`src/baa_pkg.sv`:
```
// Shared constants, types and opcode decoding for the byte add and AND datapath.
package baa_pkg;

    // Register port offsets.
    localparam logic [3:0] REG_ACC    = 4'h0;
    localparam logic [3:0] REG_STATUS = 4'h1;
    localparam logic [3:0] REG_BANK   = 4'h2;
    localparam logic [3:0] REG_CTRL   = 4'h3;

    // Status flag positions.
    localparam int FLAG_C  = 0;
    localparam int FLAG_DC = 1;
    localparam int FLAG_Z  = 2;
    localparam int FLAG_OV = 3;
    localparam int FLAG_N  = 4;

    // Control field positions.
    localparam int CTRL_EXT = 0;

    // Reset values.
    localparam logic [7:0] ACC_RST    = 8'h00;
    localparam logic [4:0] STATUS_RST = 5'h00;
    localparam logic [3:0] BANK_RST   = 4'h0;
    localparam logic       EXT_RST    = 1'b0;

    // Instruction fields.
    localparam int DEST_BIT   = 9;
    localparam int ACCESS_BIT = 8;

    // Opcodes: literal forms compare the top byte, file forms the top six bits.
    localparam logic [7:0] OPC_LIT_ADD   = 8'h0F;
    localparam logic [7:0] OPC_LIT_AND   = 8'h0B;
    localparam logic [5:0] OPC_FILE_ADD  = 6'h09;
    localparam logic [5:0] OPC_FILE_ADDC = 6'h08;
    localparam logic [5:0] OPC_FILE_AND  = 6'h05;

    // Access bank split and indexed offset limit.
    localparam logic [7:0] INDEX_LIMIT  = 8'h5F;
    localparam logic [7:0] ACCESS_SPLIT = 8'h60;
    localparam logic [3:0] ACCESS_HIGH  = 4'hF;
    localparam logic [3:0] ACCESS_LOW   = 4'h0;

    typedef enum logic [2:0] {
        OP_NONE, OP_LIT_ADD, OP_FILE_ADD, OP_FILE_ADDC, OP_LIT_AND, OP_FILE_AND
    } baa_op_t;

    typedef enum logic [2:0] {
        PH_IDLE = 3'b000,
        PH_Q1   = 3'b001,
        PH_Q2   = 3'b011,
        PH_Q3   = 3'b010,
        PH_Q4   = 3'b110
    } baa_phase_t;

    // Maps an instruction word to the operation it selects.
    function automatic baa_op_t baa_decode(input logic [15:0] word);
        baa_op_t op;
        op = OP_NONE;
        if (word[15:8] == OPC_LIT_ADD) begin
            op = OP_LIT_ADD;
        end else if (word[15:8] == OPC_LIT_AND) begin
            op = OP_LIT_AND;
        end else if (word[15:10] == OPC_FILE_ADD) begin
            op = OP_FILE_ADD;
        end else if (word[15:10] == OPC_FILE_ADDC) begin
            op = OP_FILE_ADDC;
        end else if (word[15:10] == OPC_FILE_AND) begin
            op = OP_FILE_AND;
        end
        return op;
    endfunction

endpackage

```
`src/baa_core.sv`:
```
// Four-phase execution datapath for the byte add and AND instructions.
`timescale 1ns/1ps
`default_nettype none

// Overview of operation
// - Literal add: W plus literal into W, updating all five flags.
// - File add: W plus file register into the selected destination.
// - File add with carry: W plus carry plus file register into destination.
// - Literal AND: W AND literal into W, only N and Z change.
// - File AND: W AND file register into destination, only N and Z change.
// - Destination bit 0 writes W; 1 writes back to the file register.
// - Access bit 0 uses access bank; 1 uses bank select register.
// - Extended set, access bit 0, address up to 95 uses indexed offset mode.
// - All adds update negative, overflow, carry, digit carry and zero flags.
// - Each instruction is one word, one cycle of four phases.
// - File add with destination 1 stores the sum into the file register.
module baa_core (
    input  wire logic        clk_in,
    input  wire logic        rst_in,
    input  wire logic        instr_valid_in,
    input  wire logic [15:0] instr_in,
    output logic             instr_ready_out,
    output logic             done_out,
    output logic      [11:0] file_addr_out,
    output logic             file_indexed_out,
    output logic             file_rd_out,
    input  wire logic [7:0]  file_rdata_in,
    output logic             file_wr_out,
    output logic      [7:0]  file_wdata_out,
    input  wire logic [3:0]  reg_addr_in,
    input  wire logic [7:0]  reg_wdata_in,
    input  wire logic        reg_wr_in,
    input  wire logic        reg_rd_in,
    output logic      [7:0]  reg_rdata_out
);

    baa_pkg::baa_phase_t phase_q;
    baa_pkg::baa_op_t    op_q;
    logic [15:0] instr_q;
    logic [7:0]  acc_q;
    logic [4:0]  status_q;
    logic [3:0]  bank_q;
    logic        ext_q;
    logic [7:0]  opa_q;
    logic [7:0]  opb_q;
    logic        cin_q;
    logic [7:0]  result_q;
    logic [4:0]  flags_q;
    logic [7:0]  rdata_q;
    logic        accept;
    logic        is_lit;
    logic        is_and;
    logic        is_add;
    logic        dest_file;
    logic [7:0]  fld_f;
    logic        fld_a;
    logic [7:0]  alu_b;
    logic        alu_cin;
    logic [7:0]  alu_res;
    logic        alu_c;
    logic        alu_dc;
    logic        alu_ov;
    logic        alu_n;
    logic        alu_z;

    ////////////////////////////////////////////////////////////////////////////
    // Handshake and decoded fields.
    assign accept          = instr_valid_in && instr_ready_out;
    assign instr_ready_out = (phase_q == baa_pkg::PH_IDLE) || (phase_q == baa_pkg::PH_Q4);
    assign done_out        = (phase_q == baa_pkg::PH_Q4);
    assign is_lit          = (op_q == baa_pkg::OP_LIT_ADD) || (op_q == baa_pkg::OP_LIT_AND);
    assign is_and          = (op_q == baa_pkg::OP_LIT_AND) || (op_q == baa_pkg::OP_FILE_AND);
    assign is_add          = (op_q == baa_pkg::OP_LIT_ADD) || (op_q == baa_pkg::OP_FILE_ADD)
                             || (op_q == baa_pkg::OP_FILE_ADDC);
    assign dest_file       = !is_lit && (op_q != baa_pkg::OP_NONE)
                             && instr_q[baa_pkg::DEST_BIT];
    assign fld_f           = instr_q[7:0];
    assign fld_a           = instr_q[baa_pkg::ACCESS_BIT];
    assign alu_b           = is_lit ? fld_f : file_rdata_in;
    assign alu_cin         = (op_q == baa_pkg::OP_FILE_ADDC) && status_q[baa_pkg::FLAG_C];

    baa_alu u_alu (
        .a_in             (acc_q),
        .b_in             (alu_b),
        .carry_in         (alu_cin),
        .and_in           (is_and),
        .result_out       (alu_res),
        .carry_out        (alu_c),
        .nibble_carry_out (alu_dc),
        .signed_wrap_out  (alu_ov),
        .neg_out          (alu_n),
        .zero_out         (alu_z)
    );

    ////////////////////////////////////////////////////////////////////////////
    // Phase sequencer: decode, read operand, process, write destination.
    always_ff @(posedge clk_in or posedge rst_in) begin
        if (rst_in) begin
            phase_q <= baa_pkg::PH_IDLE;
        end else begin
            case (phase_q)
                baa_pkg::PH_IDLE: begin
                    phase_q <= accept ? baa_pkg::PH_Q1 : baa_pkg::PH_IDLE;
                end
                baa_pkg::PH_Q1: phase_q <= baa_pkg::PH_Q2;
                baa_pkg::PH_Q2: phase_q <= baa_pkg::PH_Q3;
                baa_pkg::PH_Q3: phase_q <= baa_pkg::PH_Q4;
                baa_pkg::PH_Q4: begin
                    phase_q <= accept ? baa_pkg::PH_Q1 : baa_pkg::PH_IDLE;
                end
                default: phase_q <= baa_pkg::PH_IDLE;
            endcase
        end
    end

    // Instruction word capture; one word per instruction.
    always_ff @(posedge clk_in or posedge rst_in) begin
        if (rst_in) begin
            instr_q <= 16'h0000;
            op_q    <= baa_pkg::OP_NONE;
        end else if (accept) begin
            instr_q <= instr_in;
            op_q    <= baa_pkg::baa_decode(instr_in);
        end
    end

    ////////////////////////////////////////////////////////////////////////////
    // Operand address formation during decode.
    always_ff @(posedge clk_in or posedge rst_in) begin
        if (rst_in) begin
            file_addr_out    <= 12'h000;
            file_indexed_out <= 1'b0;
            file_rd_out      <= 1'b0;
        end else if (phase_q == baa_pkg::PH_Q1) begin
            file_rd_out      <= !is_lit && (op_q != baa_pkg::OP_NONE);
            file_indexed_out <= !fld_a && ext_q && (fld_f <= baa_pkg::INDEX_LIMIT);
            if (fld_a) begin
                file_addr_out <= {bank_q, fld_f};
            end else if (fld_f < baa_pkg::ACCESS_SPLIT) begin
                file_addr_out <= {baa_pkg::ACCESS_LOW, fld_f};
            end else begin
                file_addr_out <= {baa_pkg::ACCESS_HIGH, fld_f};
            end
        end else begin
            file_rd_out <= 1'b0;
        end
    end

    // Process data: operands and results are held for the write phase.
    always_ff @(posedge clk_in or posedge rst_in) begin
        if (rst_in) begin
            opa_q    <= 8'h00;
            opb_q    <= 8'h00;
            cin_q    <= 1'b0;
            result_q <= 8'h00;
            flags_q  <= 5'h00;
        end else if (phase_q == baa_pkg::PH_Q3) begin
            opa_q    <= acc_q;
            opb_q    <= alu_b;
            cin_q    <= alu_cin;
            result_q <= alu_res;
            flags_q  <= {alu_n, alu_ov, alu_z, alu_dc, alu_c};
        end
    end

    // File register write-back strobe and data.
    always_ff @(posedge clk_in or posedge rst_in) begin
        if (rst_in) begin
            file_wr_out    <= 1'b0;
            file_wdata_out <= 8'h00;
        end else if (phase_q == baa_pkg::PH_Q3) begin
            file_wr_out    <= dest_file;
            file_wdata_out <= alu_res;
        end else begin
            file_wr_out <= 1'b0;
        end
    end

    ////////////////////////////////////////////////////////////////////////////
    // Working register; the write phase wins over a software write.
    always_ff @(posedge clk_in or posedge rst_in) begin
        if (rst_in) begin
            acc_q <= baa_pkg::ACC_RST;
        end else if (phase_q == baa_pkg::PH_Q4 && op_q != baa_pkg::OP_NONE && !dest_file) begin
            acc_q <= result_q;
        end else if (reg_wr_in && reg_addr_in == baa_pkg::REG_ACC) begin
            acc_q <= reg_wdata_in;
        end
    end

    // Status flags; adds change all five, AND changes only N and Z.
    always_ff @(posedge clk_in or posedge rst_in) begin
        if (rst_in) begin
            status_q <= baa_pkg::STATUS_RST;
        end else if (phase_q == baa_pkg::PH_Q4 && is_add) begin
            status_q <= flags_q;
        end else if (phase_q == baa_pkg::PH_Q4 && is_and) begin
            status_q[baa_pkg::FLAG_N] <= flags_q[baa_pkg::FLAG_N];
            status_q[baa_pkg::FLAG_Z] <= flags_q[baa_pkg::FLAG_Z];
        end else if (reg_wr_in && reg_addr_in == baa_pkg::REG_STATUS) begin
            status_q <= reg_wdata_in[4:0];
        end
    end

    // Bank select and extended set enable.
    always_ff @(posedge clk_in or posedge rst_in) begin
        if (rst_in) begin
            bank_q <= baa_pkg::BANK_RST;
            ext_q  <= baa_pkg::EXT_RST;
        end else if (reg_wr_in && reg_addr_in == baa_pkg::REG_BANK) begin
            bank_q <= reg_wdata_in[3:0];
        end else if (reg_wr_in && reg_addr_in == baa_pkg::REG_CTRL) begin
            ext_q <= reg_wdata_in[baa_pkg::CTRL_EXT];
        end
    end

    // Register read port; unmapped offsets read as zero.
    always_ff @(posedge clk_in or posedge rst_in) begin
        if (rst_in) begin
            rdata_q <= 8'h00;
        end else if (reg_rd_in) begin
            case (reg_addr_in)
                baa_pkg::REG_ACC:    rdata_q <= acc_q;
                baa_pkg::REG_STATUS: rdata_q <= {3'h0, status_q};
                baa_pkg::REG_BANK:   rdata_q <= {4'h0, bank_q};
                baa_pkg::REG_CTRL:   rdata_q <= {7'h00, ext_q};
                default:             rdata_q <= 8'h00;
            endcase
        end else begin
            rdata_q <= 8'h00;
        end
    end

    assign reg_rdata_out = rdata_q;

    ////////////////////////////////////////////////////////////////////////////
    // Checks.
    phase_order_a: assert property (
        @(posedge clk_in) disable iff (rst_in)
        phase_q == baa_pkg::PH_Q1 |=> phase_q == baa_pkg::PH_Q2 ##1 phase_q == baa_pkg::PH_Q3
            ##1 phase_q == baa_pkg::PH_Q4)
        else $error("Instruction phases out of order.");

    lit_add_a: assert property (
        @(posedge clk_in) disable iff (rst_in)
        done_out && op_q == baa_pkg::OP_LIT_ADD |=> acc_q == $past(opa_q) + $past(opb_q))
        else $error("Literal add did not reach the working register.");

    file_add_a: assert property (
        @(posedge clk_in) disable iff (rst_in)
        done_out && op_q == baa_pkg::OP_FILE_ADD && dest_file
            |-> file_wr_out && file_wdata_out == opa_q + opb_q)
        else $error("File add sum not written back.");

    carry_add_a: assert property (
        @(posedge clk_in) disable iff (rst_in)
        done_out && op_q == baa_pkg::OP_FILE_ADDC |-> result_q == opa_q + opb_q + {7'h00, cin_q})
        else $error("Add with carry result wrong.");

    lit_and_a: assert property (
        @(posedge clk_in) disable iff (rst_in)
        done_out && op_q == baa_pkg::OP_LIT_AND
            && !(reg_wr_in && reg_addr_in == baa_pkg::REG_STATUS)
            |=> acc_q == ($past(opa_q) & $past(opb_q))
            && status_q[baa_pkg::FLAG_C] == $past(status_q[baa_pkg::FLAG_C])
            && status_q[baa_pkg::FLAG_OV] == $past(status_q[baa_pkg::FLAG_OV]))
        else $error("Literal AND result or flags wrong.");

    file_and_a: assert property (
        @(posedge clk_in) disable iff (rst_in)
        done_out && op_q == baa_pkg::OP_FILE_AND
            && !(reg_wr_in && reg_addr_in == baa_pkg::REG_STATUS)
            |=> status_q[baa_pkg::FLAG_DC] == $past(status_q[baa_pkg::FLAG_DC])
            && status_q[baa_pkg::FLAG_Z] == ($past(result_q) == 8'h00))
        else $error("File AND flag update wrong.");

    dest_acc_a: assert property (
        @(posedge clk_in) disable iff (rst_in)
        done_out && !is_lit && op_q != baa_pkg::OP_NONE && !instr_q[baa_pkg::DEST_BIT]
            |-> !file_wr_out ##1 acc_q == $past(result_q))
        else $error("Destination zero did not select the working register.");

    bank_map_a: assert property (
        @(posedge clk_in) disable iff (rst_in)
        phase_q == baa_pkg::PH_Q2 && fld_a |-> file_addr_out[11:8] == $past(bank_q))
        else $error("Bank select not applied.");

    indexed_a: assert property (
        @(posedge clk_in) disable iff (rst_in)
        phase_q == baa_pkg::PH_Q2 |-> file_indexed_out
            == ($past(ext_q) && !fld_a && fld_f <= baa_pkg::INDEX_LIMIT))
        else $error("Indexed mode selection wrong.");

    add_flags_a: assert property (
        @(posedge clk_in) disable iff (rst_in)
        done_out && is_add |=> status_q[baa_pkg::FLAG_Z] == ($past(result_q) == 8'h00)
            && status_q[baa_pkg::FLAG_N] == $past(result_q[7]))
        else $error("Add flags not updated.");

    wb_file_a: assert property (
        @(posedge clk_in) disable iff (rst_in)
        $rose(file_wr_out) |-> done_out && instr_q[baa_pkg::DEST_BIT] && !is_lit)
        else $error("File write without destination one.");

    carry_flag_a: assert property (
        @(posedge clk_in) disable iff (rst_in)
        done_out && is_add |-> flags_q[baa_pkg::FLAG_C]
            == (({1'b0, opa_q} + {1'b0, opb_q} + {8'h00, cin_q}) > 9'h0FF))
        else $error("Carry flag wrong.");

endmodule // baa_core

`default_nettype wire

```
`src/baa_alu.sv`:
```
// Eight-bit adder and AND unit with status flag generation.
`timescale 1ns/1ps
`default_nettype none

module baa_alu (
    input  wire logic [7:0] a_in,
    input  wire logic [7:0] b_in,
    input  wire logic       carry_in,
    input  wire logic       and_in,
    output logic      [7:0] result_out,
    output logic            carry_out,
    output logic            nibble_carry_out,
    output logic            signed_wrap_out,
    output logic            neg_out,
    output logic            zero_out
);

    logic [4:0] low_sum;
    logic [4:0] high_sum;
    logic [7:0] sum;

    ////////////////////////////////////////////////////////////////////////////
    always_comb begin
        low_sum  = {1'b0, a_in[3:0]} + {1'b0, b_in[3:0]} + {4'h0, carry_in};
        high_sum = {1'b0, a_in[7:4]} + {1'b0, b_in[7:4]} + {4'h0, low_sum[4]};
        sum      = {high_sum[3:0], low_sum[3:0]};
        if (and_in) begin
            result_out = a_in & b_in;
        end else begin
            result_out = sum;
        end
        carry_out        = high_sum[4];
        nibble_carry_out = low_sum[4];
        signed_wrap_out  = (a_in[7] == b_in[7]) && (sum[7] != a_in[7]);
        neg_out          = result_out[7];
        zero_out         = (result_out == 8'h00);
    end

endmodule // baa_alu

`default_nettype wire

```
`config.mk`:
```
export PLATFORM = sky130hd
export DESIGN_NAME = baa_core
export DESIGN_NICKNAME = d
export VERILOG_FILES = /design/src/baa_pkg.sv /design/src/baa_core.sv /design/src/baa_alu.sv
export SDC_FILE = /design/constraint.sdc
export NUM_CORES = 1
export LEC_CHECK = 0
export CAP_MARGIN = 20
export CORE_MARGIN = 2
export CORE_UTILIZATION = 45
export CTS_CLUSTER_SIZE = 12
export DETAILED_ROUTE_END_ITERATION = 7
export DONT_BUFFER_PORTS = 1
export GPL_TIMING_DRIVEN = 1
export REMOVE_ABC_BUFFERS = 1
export SLEW_MARGIN = 0
export SYNTH_ARGS = -nofsm -noshare
export SYNTH_HDL_FRONTEND = slang
export SYNTH_HIERARCHICAL = 1
export SYNTH_SLANG_ARGS = --single-unit
```
`constraint.sdc`:
```
create_clock -name clk_in -period 6 [get_ports clk_in]
set_clock_uncertainty 0.1 [all_clocks]
set_input_delay 0.6 -clock clk_in [delete_from_list [all_inputs] [get_ports clk_in]]
set_output_delay 0.6 -clock clk_in [all_outputs]
set_load 0.05 [all_outputs]
```
-- Word-level counts from Yosys, hierarchy flattened
Cells that the tools add are included.
- register bits: 70
- latch bits: 0
- RAM bits: 0
- ROM bits: 0
- input port bits: 41
- output and inout port bits: 33
- logic and storage cells: 99
- memories kept: 0
- $add $sub $neg: 4
- multipliers: 0
- divide/modulo/power cells: 0
- order comparisons: 2
- equality and inequality tests: 20
- shift-type cells: 0
- multiplexer cells: 23
- bitwise logic cells: 2
- reductions and logical operators: 33
- operators by type and width (operator ; number):
    $mux W8 ; 5
    $pmux W8 S4 ; 1
    $mux W12 ; 2
    $eq A8 B4 Y1 const B ; 2
    $logic_and A1 B1 Y1 ; 15
    $mux W3 ; 5
    $eq A3 B2 Y1 const B ; 4
    $eq A6 B4 Y1 const B ; 2
    $pmux W3 S4 ; 1
    $add A4 B4 Y5 ; 2
    $add A5 B1 Y5 ; 2
    $mux W5 ; 2
    $eq A3 B3 Y1 const B ; 3
    $and A8 B8 Y8 ; 1
    $eq A4 B2 Y1 const B ; 2
    $le A8 B7 Y1 const B ; 1
    $logic_not A8 Y1 ; 1
    $lt A8 B7 Y1 const B ; 1
    $eq A3 B1 Y1 const B ; 2
    $eq A6 B3 Y1 const B ; 1
    $mux W1 ; 6
    $reduce_bool A3 Y1 ; 2
    $logic_or A1 B1 Y1 ; 5
    $eq A4 B1 Y1 const B ; 1
    11 further kinds ; 15

-- Longest topological paths before layout
- depth in word-level cells: 8
- gate-level depth with buffers: 17
- depth with buffers taken out: 16

-- By module
Netlist, hierarchy kept.
- by module, submodules not included (module ; times used ; cells each ; area each (µm²) ; sequential area each (µm²)):
    baa_core ; 1 ; 251 ; 3170.5 ; 1751.7
    baa_alu ; 1 ; 70 ; 524.3 ; 0.0

-- Least setup slack after synthesis
Ideal clock, no wire load.
- kind: reg-to-reg
- start point: register op_q[2]
- end point: register flags_q[2]
- library setup time: 0.125 ns
- arrival: 3.860 ns
- required time: 5.775 ns
- slack: 1.915 ns
- stages on the path, launching flop included: 18
- path buffers: 1
- period minus slack after synthesis: 4.085 ns
- cell sequence: dfrtp_1 > buf_2 > xnor2_1 > nor2_2 > mux2_2 > inv_1 > fa_1 > fa_1 > nor2_1 > o21ai_0 > nor2b_1 > fa_1 > fa_1 > xor2_1 > o21ai_0 > a21oi_1 > and4b_1 > mux2_2
- cells in the longest elaborated chain, start to end: 8
- elaborated cells between the ends (all ways): 15
- classes of those cells: 4 x add/sub; 4 x eq/ne; 2 x mux; 1 x bitwise; 4 x reduce/logical
- RTL lines (element ; line ; RTL):
    start: declaration ; baa_core.sv:38 ; baa_pkg::baa_op_t op_q;
    start signal: assignment ; baa_core.sv:120 ; op_q <= baa_pkg::OP_NONE;
    start signal: assignment ; baa_core.sv:123 ; op_q <= baa_pkg::baa_decode(instr_in);
    $eq A3 B1 Y1 or $eq A3 B3 Y1 (tied branches) ; baa_core.sv:71 ; assign is_lit = (op_q == baa_pkg::OP_LIT_ADD) || (op_q == baa_pkg::OP_LIT_AND);
    $logic_or A1 B1 Y1 (*) ; baa_core.sv:71 ;
    $mux W8 (*) ; baa_core.sv:79 ; assign alu_b = is_lit ? fld_f : file_rdata_in;
    named net alu_b[0] ; baa_core.sv:57 ; logic [7:0] alu_b;
    $add A4 B4 Y5 (*) ; baa_alu.sv:24 ; low_sum = {1'b0, a_in[3:0]} + {1'b0, b_in[3:0]} + {4'h0, carry_in};
    $add A5 B1 Y5 (*) ; baa_alu.sv:24 ;
    $add A5 B1 Y5 (*) ; baa_alu.sv:25 ; high_sum = {1'b0, a_in[7:4]} + {1'b0, b_in[7:4]} + {4'h0, low_sum[4]};
    $mux W8 (*) ; baa_alu.sv:27 ; if (and_in) begin
    named net alu_res[6] ; baa_core.sv:59 ; logic [7:0] alu_res;
    $logic_not A8 Y1 (*) ; baa_alu.sv:36 ; zero_out = (result_out == 8'h00);
    named net alu_z ; baa_core.sv:64 ; logic alu_z;
    end signal: assignment ; baa_core.sv:162 ; flags_q <= {alu_n, alu_ov, alu_z, alu_dc, alu_c};
    end: declaration ; baa_core.sv:48 ; logic [4:0] flags_q;
The timed path passes the listed nets; every way through them passes the cells marked *.
A chain may end at the register's enable or synchronous reset.

-- Worst setup path after layout
Same ends and word-level chain as after synthesis.

==> flow_summary.toml <==
[status]
status = "finished, final reports clean"

[critical_path]
path_buf_inv = 1
crit_path_max_incr_delay_ns = 0.46
cp_data_required_time_ns = 6.12
cpMostUsedCell = "fa_1"
slowest_stage = "dfrtp_1"
reg2reg_to = "flags_q[2]$_DFFE_PP0N_"
path_max_fanout = 8
r2r-start = "op_q[2]$_DFFE_PP0P_"
cp-start-kind = "register"
crit_family = "adder cells"
critPathKind = "reg -> reg"
crit_path_end_kind = "register"
r2r_cells = 16
arrival_ns = 4.56
reg2reg_slack_ns = 1.57
crit_chain = "xnor2_1, nor2_2, mux2_2, inv_1, fa_1, fa_1, nor2_1, o21ai_0, nor2b_1, fa_1, fa_1, xor2_1, o21ai_0, a21oi_1, and4b_1, mux2_2"
crit_cells = 16

[grt]
first_global_vias = 2475
grt_max_degree = 71
grt_usage_pct = 19.2
grt_pass1_wl_um = 12900
overflow = 0
antenna_found_initial = 0

[power_and_ir_drop]
power.density_mw_per_mm2 = 656
power.leakage_uw = 0.00178
ir_worst_vdd_mv = 0.350

[synthesis]
yosys_warnings = 6
syn_inst = 321
ys.flop_type = "dfrtp_1"
synth.yosys.seq_area_share_pct = 47.4
yosysTopAreaCell = "dfrtp_1"
synth_edf_count = 0
synth_area_mm2 = 0.00369
ys_top_cells_by_area = "dfrtp_1 47%, mux2_2 12%, mux2i_1 5.1%, ha_1 2.7%, mux2_4 2.4%"
synthArstFlopShare_pct = 100
ys_ff_latch = 70
yosysTopAreaCellShare_pct = 47.4
yosysMostFrequentCell = "dfrtp_1"
yosysUniqueCellTypes = 50
avgSynthCellArea_um2 = 11.5
synthTopCellsByCount = "70 x dfrtp_1, 39 x mux2_2, 24 x nand2_1"

[min_path]
hold_path.class = "in -> reg"
min_path_cells = 1
holdCritStartpoint = "reg_addr_in[1]"
min_to = "reg_rdata_out[4]$_DFF_PP0_"

[clock_tree]
postCtsHoldBufs = 0
h-tree-depth = 3
clockRootBuffer = "clkbuf_8"
insertion_delay_ns = 0.34
cts_tree = "yes"
cts_resized = 0
cts-buffers-inserted = 9
cts_sinks = 70
cts.clk_slew.worst_paths_ns = 0.07
cts_max_path_buffers = 2
cts_setup_buffers = 0

[detailed_routing]
ant_nets = 0
wl_per_cell_um = 18.3
met3_length_um = 397
routed_via_density = 5.48
first_pass_iters = 6
wl_um = 7900
drtIter0Drc = 108
met1_length_um = 3540
via_count = 2360
wl_met2_um = 3890
routed.top_layer = "met4"
drc = 0

[placement]
place.gp.congestion = 0.767
portBuffers = 0
place_hpwl_um = 5830

[layout]
syn2layout_area_growth_pct = 6.54
insertedDiodeCount = 0
drive_gt1_share_pct = 23.0
final_nets = 376

[die]
ios = 74
core_mm2 = 0.00809
start_util_pct = 45.7
fp-row-count = 33
die-area_mm2 = 0.00895
dieWidth_um = 94.6
die_h_um = 94.6

[timing]
timing.fmax_mhz = 226
tightest_slew_ns = 1.03
fin_crit_sh_pct = 73.9
timing.slew.headroom_pct = 31.3
setup_viol = 0
hold_ws_ns = 0.224
grt_setup_unrepaired = "no"
drv_slew = 0
finalCriticalPeriod_ns = 4.43
tns_ns = 0
hold_violations = 0

[job]
maxCapViolCount = 0
[area by class of cell]
| type | instances | area, um^2 |
|---|---|---|
| clock buffers | 10 | 138 |
| clock inverters | 4 | 25.0 |
| fillers | 761 | 4160 |
| inverters | 14 | 52.6 |
| multi-input cells | 225 | 1810 |
| flip-flops and latches | 70 | 1750 |
| well taps | 105 | 131 |
| repair buffers | 3 | 26.3 |
[worst max path at each step]
stage                                   start                endpoint  slack (ns)
after floorplan           op_q[2]$_DFFE_PP0P_  flags_q[2]$_DFFE_PP0N_        1.90
after global placement    op_q[2]$_DFFE_PP0P_  flags_q[2]$_DFFE_PP0N_        1.73
after detailed placement  op_q[2]$_DFFE_PP0P_  flags_q[2]$_DFFE_PP0N_        1.63
after CTS                 op_q[2]$_DFFE_PP0P_  flags_q[2]$_DFFE_PP0N_        1.57
after global routing      op_q[2]$_DFFE_PP0P_  flags_q[2]$_DFFE_PP0N_        1.27
final                     op_q[2]$_DFFE_PP0P_  flags_q[2]$_DFFE_PP0N_        1.57
[cell usage in the layout, fill, tap and decap left out, types with 4 or more instances in the layout]
master,count
a21oi_1,10
and2_1,5
and3_1,6
clkbuf_8,10
dfrtp_1,70
fa_1,4
ha_1,8
inv_1,12
mux2_2,39
mux2_4,6
mux2i_1,19
nand2_1,24
nor2_1,23
nor2b_1,14
o21ai_0,15
o31ai_1,4
[logic make-up after synthesis]
| logic type | count (synthesis) | synth area share (%) |
|---|---|---|
| fa+ha+maj | 12 | 4.88 |
| flops | 70 | 47.4 |
| buf+inv | 26 | 3.56 |
| simple gates | 99 | 15.2 |
| compound gates | 44 | 7.65 |
| xor+xnor | 5 | 1.19 |
| mux | 65 | 20.1 |
[state kept, by name, summed over array words and instances (netlist names)]
signal / flops
file_wr_out: 1
reg_rdata_out: 8
file_rd_out: 1
phase_q: 3
file_wdata_out: 8
file_indexed_out: 1
bank_q: 4
flags_q: 5
op_q: 3
acc_q: 8
ext_q: 1
status_q: 5
file_addr_out: 12
instr_q: 10
[stage by stage]
stage | setup slack [ns] | area [um^2] | utilization (%) | cells | power (uW)
2_1_floorplan | 1.90 | 3620 | - | 309 | 1980
3_3_place_gp | 1.73 | 3760 | 46.5 | 416 | 2220
3_5_place_dp | 1.63 | 3770 | 46.6 | 417 | 2260
4_1_cts | 1.57 | 3940 | 48.6 | 431 | 2600
5_1_grt | 1.27 | 3940 | 48.6 | 431 | 2780
6_report | 1.57 | 3940 | 48.6 | 431 | 2580
[power by group]
group	leakage, uW	switching, uW	internal [uW]
clock network	0.0000800	175	155
registers	0.000871	457	666
logic	0.000830	576	553
total	0.00178	1210	1370
[per-layer routing]
metal	vias to the layer above	track usage, %
met5	-	0
met4	0	6.16
met3	7	5.27
met2	60	32.0
met1	1169	24.3
li1	1124	-
Power figures use the tool's default switching activity.
